File: config.mk
export PLATFORM = sky130hd
export DESIGN_NAME = rec_ch4_cfg
export DESIGN_NICKNAME = d
export VERILOG_FILES = /design/src/rec_cfg_pkg.sv /design/src/rec_ch4_cfg.sv /design/src/out_source_decode.sv /design/src/sample_hold_reg.sv
export SDC_FILE = /design/constraint.sdc
export NUM_CORES = 1
export LEC_CHECK = 0
export BUFFER_PORTS_ARGS = -buffer_cell sky130_fd_sc_hd__buf_4
export CAP_MARGIN = 20
export CORE_MARGIN = 10
export CORE_UTILIZATION = 32
export DETAILED_ROUTE_END_ITERATION = 12
export SLEW_MARGIN = 10
export SYNTH_ARGS = -nofsm -noshare
export SYNTH_HDL_FRONTEND = slang
export SYNTH_SLANG_ARGS = --single-unit
File: constraint.sdc
create_clock -name core_clk -period 2.2 [get_ports core_clk]
set_input_delay 0.44 -clock core_clk [delete_from_list [all_inputs] [get_ports core_clk]]
set_output_delay 0.44 -clock core_clk [all_outputs]
set_load 0.02 [all_outputs]
File: src/rec_cfg_pkg.sv
package rec_cfg_pkg;

  // ==========================================================
  // register offsets
  localparam logic [7:0] OFS_CH4_INPUT = 8'h5e;
  localparam logic [7:0] OFS_CH4_VOLUME = 8'h5f;
  localparam logic [7:0] OFS_CH4_FINE = 8'h60;
  localparam logic [7:0] OFS_CH4_PHASE = 8'h61;
  localparam logic [7:0] OFS_REC_COMMON = 8'h62;
  localparam logic [7:0] OFS_OUT1_SOURCE = 8'h64;

  // ==========================================================
  // reset values
  localparam logic [7:0] RST_CH4_INPUT = 8'h00;
  localparam logic [7:0] RST_CH4_VOLUME = 8'ha1;
  localparam logic [7:0] RST_CH4_FINE = 8'h80;
  localparam logic [7:0] RST_CH4_PHASE = 8'h00;
  localparam logic [7:0] RST_REC_COMMON = 8'h00;
  localparam logic [7:0] RST_OUT1_SOURCE = 8'h20;

  // ==========================================================
  // writable bit masks; cleared bits are reserved and read back as reset
  localparam logic [7:0] MASK_CH4_INPUT = 8'h80;
  localparam logic [7:0] MASK_CH4_VOLUME = 8'hff;
  localparam logic [7:0] MASK_CH4_FINE = 8'hf0;
  localparam logic [7:0] MASK_CH4_PHASE = 8'hfc;
  localparam logic [7:0] MASK_REC_COMMON = 8'hfc;
  localparam logic [7:0] MASK_OUT1_SOURCE = 8'hff;

  // ==========================================================
  // field positions
  localparam int CLONE_BIT = 7;
  localparam int FINE_LSB = 4;
  localparam int PHASE_LSB = 2;
  localparam int CMTRIM_LSB = 4;
  localparam int QCAL_BIT = 3;
  localparam int INVERT_BIT = 2;
  localparam int SRC_LSB = 5;
  localparam int ROUTE_LSB = 2;

  // ==========================================================
  // code meanings
  localparam logic [7:0] VOL_MUTE = 8'h00;
  localparam logic [7:0] VOL_UNITY = 8'ha1;
  localparam logic [3:0] FINE_UNITY = 4'h8;

  typedef enum logic [2:0] {
    SRC_OFF = 3'h0,
    SRC_PLAYBACK = 3'h1,
    SRC_BYPASS = 3'h2,
    SRC_MIX = 3'h3,
    SRC_SPLIT_PLAY_POS = 3'h4,
    SRC_SPLIT_PLAY_NEG = 3'h5
  } out_src_t;

  // decoded routing toward the output driver
  typedef struct packed {
    logic driverOn;
    logic playToPos;
    logic playToNeg;
    logic bypassToPos;
    logic bypassToNeg;
    logic mixed;
  } out_route_t;

  // channel-4 settings applied at a sample boundary
  typedef struct packed {
    logic mute;
    logic [7:0] volume;
    logic [3:0] fineGain;
    logic [5:0] phaseDelay;
  } ch4_gain_t;

  // shared record-path controls
  typedef struct packed {
    logic cloneFromCh2;
    logic [3:0] cmTrim;
    logic quantCal;
    logic invertData;
  } rec_ctrl_t;

endpackage : rec_cfg_pkg

File: src/rec_ch4_cfg.sv
`timescale 1ns/1ps
module rec_ch4_cfg
  import rec_cfg_pkg::*;
(
  input wire logic core_clk,
  input wire logic rst_b,
  input wire logic regWrite,
  input wire logic regRead,
  input wire logic [7:0] regAddr,
  input wire logic [7:0] regWdata,
  output logic [7:0] regRdata,
  output logic regHit,
  input wire logic sampleTick,
  output logic ch4CloneFromCh2,
  output logic ch4Mute,
  output logic [7:0] ch4VolumeCode,
  output logic signed [9:0] ch4VolumeHalfDb,
  output logic [3:0] ch4FineGain,
  output logic signed [4:0] ch4FineTenthDb,
  output logic [5:0] ch4PhaseDelay,
  output logic [3:0] inputCmTrim,
  output logic cmTrimOneHot,
  output logic quantizerOffsetCal,
  output logic invertRecData,
  output logic [2:0] out1SourceSelect,
  output logic [2:0] out1Routing,
  output logic out1RoutingIgnored,
  output out_route_t out1Route
);

  // ==========================================================
  // helpers
  function automatic logic [7:0] merge_write(input logic [7:0] wdata, input logic [7:0] mask,
      input logic [7:0] rstVal);
    merge_write = (wdata & mask) | (rstVal & ~mask);
  endfunction : merge_write

  // volume code to half-dB steps relative to unity: 1 -> -160, 255 -> +94
  function automatic logic signed [9:0] vol_to_half_db(input logic [7:0] code);
    vol_to_half_db = $signed({2'b00, code}) - $signed({2'b00, VOL_UNITY});
  endfunction : vol_to_half_db

  // ==========================================================
  // register storage
  logic [7:0] inputReg, inputNext;
  logic [7:0] volumeReg, volumeNext;
  logic [7:0] fineReg, fineNext;
  logic [7:0] phaseReg, phaseNext;
  logic [7:0] commonReg, commonNext;
  logic [7:0] sourceReg, sourceNext;
  logic [7:0] rdataReg, rdataNext;
  logic hitReg, hitNext;

  wire selInput = (regAddr == OFS_CH4_INPUT);
  wire selVolume = (regAddr == OFS_CH4_VOLUME);
  wire selFine = (regAddr == OFS_CH4_FINE);
  wire selPhase = (regAddr == OFS_CH4_PHASE);
  wire selCommon = (regAddr == OFS_REC_COMMON);
  wire selSource = (regAddr == OFS_OUT1_SOURCE);
  wire anySel = selInput | selVolume | selFine | selPhase | selCommon | selSource;

  // reserved bits are never stored from the bus, so they always read as reset
  assign inputNext = (regWrite && selInput) ?
      merge_write(regWdata, MASK_CH4_INPUT, RST_CH4_INPUT) : inputReg;
  assign volumeNext = (regWrite && selVolume) ?
      merge_write(regWdata, MASK_CH4_VOLUME, RST_CH4_VOLUME) : volumeReg;
  assign fineNext = (regWrite && selFine) ?
      merge_write(regWdata, MASK_CH4_FINE, RST_CH4_FINE) : fineReg;
  assign phaseNext = (regWrite && selPhase) ?
      merge_write(regWdata, MASK_CH4_PHASE, RST_CH4_PHASE) : phaseReg;
  assign commonNext = (regWrite && selCommon) ?
      merge_write(regWdata, MASK_REC_COMMON, RST_REC_COMMON) : commonReg;
  // source codes 6/7 are stored as written; the decoder keeps the driver off
  assign sourceNext = (regWrite && selSource) ?
      merge_write(regWdata, MASK_OUT1_SOURCE, RST_OUT1_SOURCE) : sourceReg;

  wire [7:0] readMux = selInput ? inputReg :
      selVolume ? volumeReg :
      selFine ? fineReg :
      selPhase ? phaseReg :
      selCommon ? commonReg :
      selSource ? sourceReg : 8'h00;
  assign rdataNext = regRead ? readMux : rdataReg;
  assign hitNext = (regRead || regWrite) && anySel;

  always_ff @(posedge core_clk) begin
    if (!rst_b) begin
      inputReg <= RST_CH4_INPUT;
      volumeReg <= RST_CH4_VOLUME;
      fineReg <= RST_CH4_FINE;
      phaseReg <= RST_CH4_PHASE;
      commonReg <= RST_REC_COMMON;
      sourceReg <= RST_OUT1_SOURCE;
      rdataReg <= 8'h00;
      hitReg <= 1'b0;
    end else begin
      inputReg <= inputNext;
      volumeReg <= volumeNext;
      fineReg <= fineNext;
      phaseReg <= phaseNext;
      commonReg <= commonNext;
      sourceReg <= sourceNext;
      rdataReg <= rdataNext;
      hitReg <= hitNext;
    end
  end

  // ==========================================================
  // gain path: staged through the sample-boundary holder
  ch4_gain_t pendingGain;
  ch4_gain_t appliedGain;
  assign pendingGain.mute = (volumeReg == VOL_MUTE);
  assign pendingGain.volume = volumeReg;
  assign pendingGain.fineGain = fineReg[FINE_LSB +: 4];
  assign pendingGain.phaseDelay = phaseReg[PHASE_LSB +: 6];

  sample_hold_reg gainHold (
    .core_clk(core_clk),
    .rst_b(rst_b),
    .sampleTick(sampleTick),
    .pending(pendingGain),
    .applied(appliedGain)
  );

  // ==========================================================
  // shared record controls and output source decode
  rec_ctrl_t ctrl;
  assign ctrl.cloneFromCh2 = inputReg[CLONE_BIT];
  assign ctrl.cmTrim = commonReg[CMTRIM_LSB +: 4];
  assign ctrl.quantCal = commonReg[QCAL_BIT];
  assign ctrl.invertData = commonReg[INVERT_BIT];

  wire [2:0] srcField = sourceReg[SRC_LSB +: 3];
  wire [2:0] routeField = sourceReg[ROUTE_LSB +: 3];
  wire splitMode = (srcField == SRC_SPLIT_PLAY_POS) || (srcField == SRC_SPLIT_PLAY_NEG);
  // one-hot check: a trim with more than one bit set is a software slip
  wire trimOneHot = (ctrl.cmTrim != 4'h0) && ((ctrl.cmTrim & (ctrl.cmTrim - 4'h1)) == 4'h0);
  out_route_t routeDecoded;

  out_source_decode srcDecode (
    .sourceCode(srcField),
    .route(routeDecoded)
  );

  // ==========================================================
  // registered outputs
  always_ff @(posedge core_clk) begin
    if (!rst_b) begin
      ch4CloneFromCh2 <= 1'b0;
      ch4Mute <= 1'b0;
      ch4VolumeCode <= RST_CH4_VOLUME;
      ch4VolumeHalfDb <= '0;
      ch4FineGain <= FINE_UNITY;
      ch4FineTenthDb <= '0;
      ch4PhaseDelay <= '0;
      inputCmTrim <= '0;
      cmTrimOneHot <= 1'b0;
      quantizerOffsetCal <= 1'b0;
      invertRecData <= 1'b0;
      out1SourceSelect <= RST_OUT1_SOURCE[SRC_LSB +: 3];
      out1Routing <= '0;
      out1RoutingIgnored <= 1'b0;
      out1Route <= '0;
    end else begin
      ch4CloneFromCh2 <= ctrl.cloneFromCh2;
      ch4Mute <= appliedGain.mute;
      ch4VolumeCode <= appliedGain.volume;
      ch4VolumeHalfDb <= appliedGain.mute ? 10'sd0 : vol_to_half_db(appliedGain.volume);
      ch4FineGain <= appliedGain.fineGain;
      ch4FineTenthDb <= $signed({1'b0, appliedGain.fineGain}) - $signed({1'b0, FINE_UNITY});
      ch4PhaseDelay <= appliedGain.phaseDelay;
      inputCmTrim <= ctrl.cmTrim;
      cmTrimOneHot <= trimOneHot;
      quantizerOffsetCal <= ctrl.quantCal;
      invertRecData <= ctrl.invertData;
      out1SourceSelect <= srcField;
      out1Routing <= routeField;
      out1RoutingIgnored <= splitMode;
      out1Route <= routeDecoded;
    end
  end

  assign regRdata = rdataReg;
  assign regHit = hitReg;

endmodule : rec_ch4_cfg

File: src/out_source_decode.sv
`timescale 1ns/1ps
module out_source_decode
  import rec_cfg_pkg::*;
(
  input wire logic [2:0] sourceCode,
  output out_route_t route
);
  // ==========================================================
  // source decode; reserved codes 6 and 7 fall back to driver off
  wire out_src_t src = out_src_t'(sourceCode);
  wire isLegal = (sourceCode <= 3'h5);
  wire usePlay = isLegal && (src == SRC_PLAYBACK || src == SRC_MIX);
  wire useByp = isLegal && (src == SRC_BYPASS || src == SRC_MIX);

  assign route.driverOn = isLegal && (src != SRC_OFF);
  assign route.mixed = isLegal && (src == SRC_MIX);
  assign route.playToPos = usePlay || (isLegal && src == SRC_SPLIT_PLAY_POS);
  assign route.playToNeg = usePlay || (isLegal && src == SRC_SPLIT_PLAY_NEG);
  assign route.bypassToPos = useByp || (isLegal && src == SRC_SPLIT_PLAY_NEG);
  assign route.bypassToNeg = useByp || (isLegal && src == SRC_SPLIT_PLAY_POS);

endmodule : out_source_decode

File: src/sample_hold_reg.sv
`timescale 1ns/1ps
module sample_hold_reg
  import rec_cfg_pkg::*;
(
  input wire logic core_clk,
  input wire logic rst_b,
  input wire logic sampleTick,
  input ch4_gain_t pending,
  output ch4_gain_t applied
);
  // ==========================================================
  // holds the live gain set; changes only on a sample boundary so a
  // sample is never processed with half old, half new settings
  ch4_gain_t appliedReg;
  localparam ch4_gain_t RST_APPLIED = '{mute: 1'b0, volume: VOL_UNITY,
    fineGain: FINE_UNITY, phaseDelay: '0};

  always_ff @(posedge core_clk) begin
    if (!rst_b) begin
      appliedReg <= RST_APPLIED;
    end else if (sampleTick) begin
      appliedReg <= pending;
    end
  end

  assign applied = appliedReg;

endmodule : sample_hold_reg

==> key figures <==
Timing
  – Unrepaired setup endpoints after global routing: false
  – Final Hold Vio Count: 0
  – Final period utilization: 71.0%
  – Slew headroom: 67.2%
  – Final setup fails: 0
  – Setup_tns: 0 ps
  – Max Fclk: 640 MHz
  – Max Slew Vio Count: 0
  – Smallest hold slack: 335 ps
  – Slew @ Worst Pin: 488 ps
  – Min Tclk post-route: 1560 ps
  – Final setup margin: 638 ps
  – Worst Skew: 6.44 ps

Global routing
  – Initial antenna violation count: 0
  – Largest net degree at the start of global routing: 68
  – First-pass GRT wire length: 16700 microns
  – Vias in the first global route: 3262
  – GRT Overall Usage: between 10% and 20%
  – Gr ovfl total: 0

Yosys
  – Most used DFF post-synth: dfxtp_1
  – Syn avg cell area: 9.50 sq um
  – Syn. warnings: 0
  – Cell variety after synth: 44
  – Number of synthesized flops with an enable pin: 0
  – Syn nets: 467
  – Yosys reg bits: 111
  – Post-synthesis async set-or-reset flop share: 0%
  – Post-Syn Area: 0.00423 sq mm
  – Seq/Total Area, Yosys: 52.6%
  – Synth Instances: between 400 and 500

Worst setup path
  – Crit-path max cell delay: around 420 ps
  – Worst setup SP type: input pin
  – Worst path bufs/invs: 1
  – Cell family with most CP delay: simple AND/OR/NAND/NOR gates
  – CP Capture Type: register
  – Crit path max-delay cell type: nand4_1
  – Critical path fanouts, max: 12
  – CP Data Arrival Time: 1790 ps
  – CP cell instances: buf_4 > nor2_1 > and4b_2 > nand4_1 > nand3_1 > o21ai_0
  – Crit path kind: in -> reg
  – CP Data Required Time: 2420 ps

Power
  – VDD IR-drop max: approximately 0.00041 V
  – Pwr Density: approximately 740 mW/mm^2
  – Leak Pwr: 0.00213 uW

Routing
  – Final ANT Viol Nets: 0
  – Drt pass-1 iters: 4
  – Vias per cell: 4.68
  – Vias: 3211
  – DR iter-0 viols: 172
  – Drt total wl: 10200 microns
  – DR DRC count: 0
  – Avg WL per Cell: ~15 microns

CTS
  – CTS resizes: 0
  – Clock Latency Late Sink: between 300 and 400 ps
  – Number of CTS-inserted buffers: 9
  – Root buf cell: clkbuf_16
  – Clock sinks: 111
  – Clk buf depth: 2
  – Setup Fix Bufs, Post-CTS: 0
  – Clock slew at the register clock pins of the worst setup and hold paths: 80 ps
  – H-tree depth: 3
  – Post-CTS Hold Buffers: 0
  – CTS tree: built

Floorplanning
  – Total core area: 0.0128 sq mm
  – Die area: 0.0182 sq mm
  – I/O pin cnt: 85
  – Die Span Y: 135 microns
  – Die width: 135 microns
  – Row cnt: 41
  – Initial Utilization: 33.1%

Placed design
  – Inst Count DP: 670
  – Port buffer count: 84
  – Hpwl dp: 7360 microns
  – Pre-CTS setup slack: 266 ps
  – GP Congestion: ~0.85

Final layout
  – Layout cells sized above 1: 21.2%
  – Most common library cell in the layout ignoring fill and taps: dfxtp_1
  – Nets: 531
  – P&R area growth vs syn: 24.1%
  – Commonest cells after routing, fill and taps aside: 111 x dfxtp_1, 85 x buf_4, 50 x nand2_1
  – Fillers: 1277
  – ANT cells: 0
  – Post-Layout Cell Count: around 700

Hold path
  – Hold Crit Class: in -> reg

Run status
  – Status: finished, final reports clean

Flow run
  – Max cap viols: 0
## cell type report
| cell class | instances | area [sq um] | share of cell area, % |
|---|---|---|---|
| Timing Repair Buffer | 86 | 658 | 12.6 |
| Sequential cell | 111 | 2220 | 42.4 |
| Tap cell | 172 | 215 | 4.11 |
| Inverter | 6 | 22.5 | 0.430 |
| Multi-Input combinational cell | 295 | 1810 | 34.5 |
| Clock inverter | 7 | 91.3 | 1.74 |
| Clock buffer | 9 | 225 | 4.30 |
## Yosys cell counts (3+ instances only)
cell | n | area share [%]
nor3_1 | 9 | 1.1
and2_1 | 29 | 4.3
a31oi_1 | 4 | 0.59
dfxtp_1 | 111 | 53
xnor2_1 | 4 | 0.83
nand3_1 | 30 | 3.6
xor2_1 | 3 | 0.62
a21oi_1 | 13 | 1.5
o21ai_0 | 23 | 2.7
nor2_1 | 22 | 2.0
inv_1 | 6 | 0.53
a22oi_1 | 4 | 0.71
buf_2 | 6 | 0.71
nand2_1 | 50 | 4.4
nor2b_1 | 27 | 4.0
a21boi_0 | 13 | 2.3
mux2i_1 | 28 | 6.6
clkbuf_1 | 16 | 1.4
nand2b_1 | 10 | 1.5
buf_4 | 6 | 1.1
## power breakdown
group          internal [uW]  switching (uW)
Sequential              2010            3.33
Clock                    912             771
Combinational           68.8             111
## per-layer routing
metal,global-route usage [%],part of all wire [%]
met5,0,0
met4,6.23,2.5
met3,5.42,9.4
met2,17.1,44
met1,13.2,44
## registers in the layout, indices dropped and copies added (netlist names), 3 cells and up
register / flops
ch4VolumeCode: 8
gainHold.applied: 19
regRdata: 8
ch4FineGain: 4
out1Routing: 3
sourceReg: 8
ch4VolumeHalfDb: 9
commonReg: 6
ch4PhaseDelay: 6
out1Route: 6
out1SourceSelect: 3
inputCmTrim: 4
fineReg: 4
phaseReg: 6
volumeReg: 8
## per-stage QoR
step / instance area [sq um] / total power, uW / util, %
after CTS: 5240 / 3940 / 41.0
after detailed placement: 4930 / 2250 / 38.6
final: 5240 / 3880 / 41.0
after global placement: 4930 / 2240 / 38.6
after floorplan: 4230 / 2170 / -
after global routing: 5240 / 4040 / 41.0
## tightest hold or removal path: stages
cell and delay, ps:
buf_4 80, nand3_1 60, nand3_1 80
## cell families after synthesis
| logic type | Yosys count | synth area share [%] |
|---|---|---|
| and+or+nand+nor | 194 | 24.8 |
| DFF | 111 | 52.6 |
| AOI/OAI and AO/OA | 65 | 9.59 |
| buffers and inverters | 39 | 4.62 |
| muxes | 28 | 6.63 |
| xor gates and xnor gates | 7 | 1.45 |
| adders and majority gates | 1 | 0.296 |
## path summary, 6_finish.rpt
| kind | startpoint | to | slack [ps] | depth (start not counted) |
|---|---|---|---|---|
| worst max register to register | gainHold.applied[10] | ch4VolumeHalfDb[6] | 870 | 6 |
| worst max-delay path | regAddr[4] | phaseReg[3] | 640 | 6 |
| worst min-delay path | regWdata[0] | volumeReg[0] | 340 | 3 |
| worst min register to register | gainHold.applied[4] | ch4PhaseDelay[4] | 460 | 1 |
Note: power is estimated with default switching activity, not from simulation.
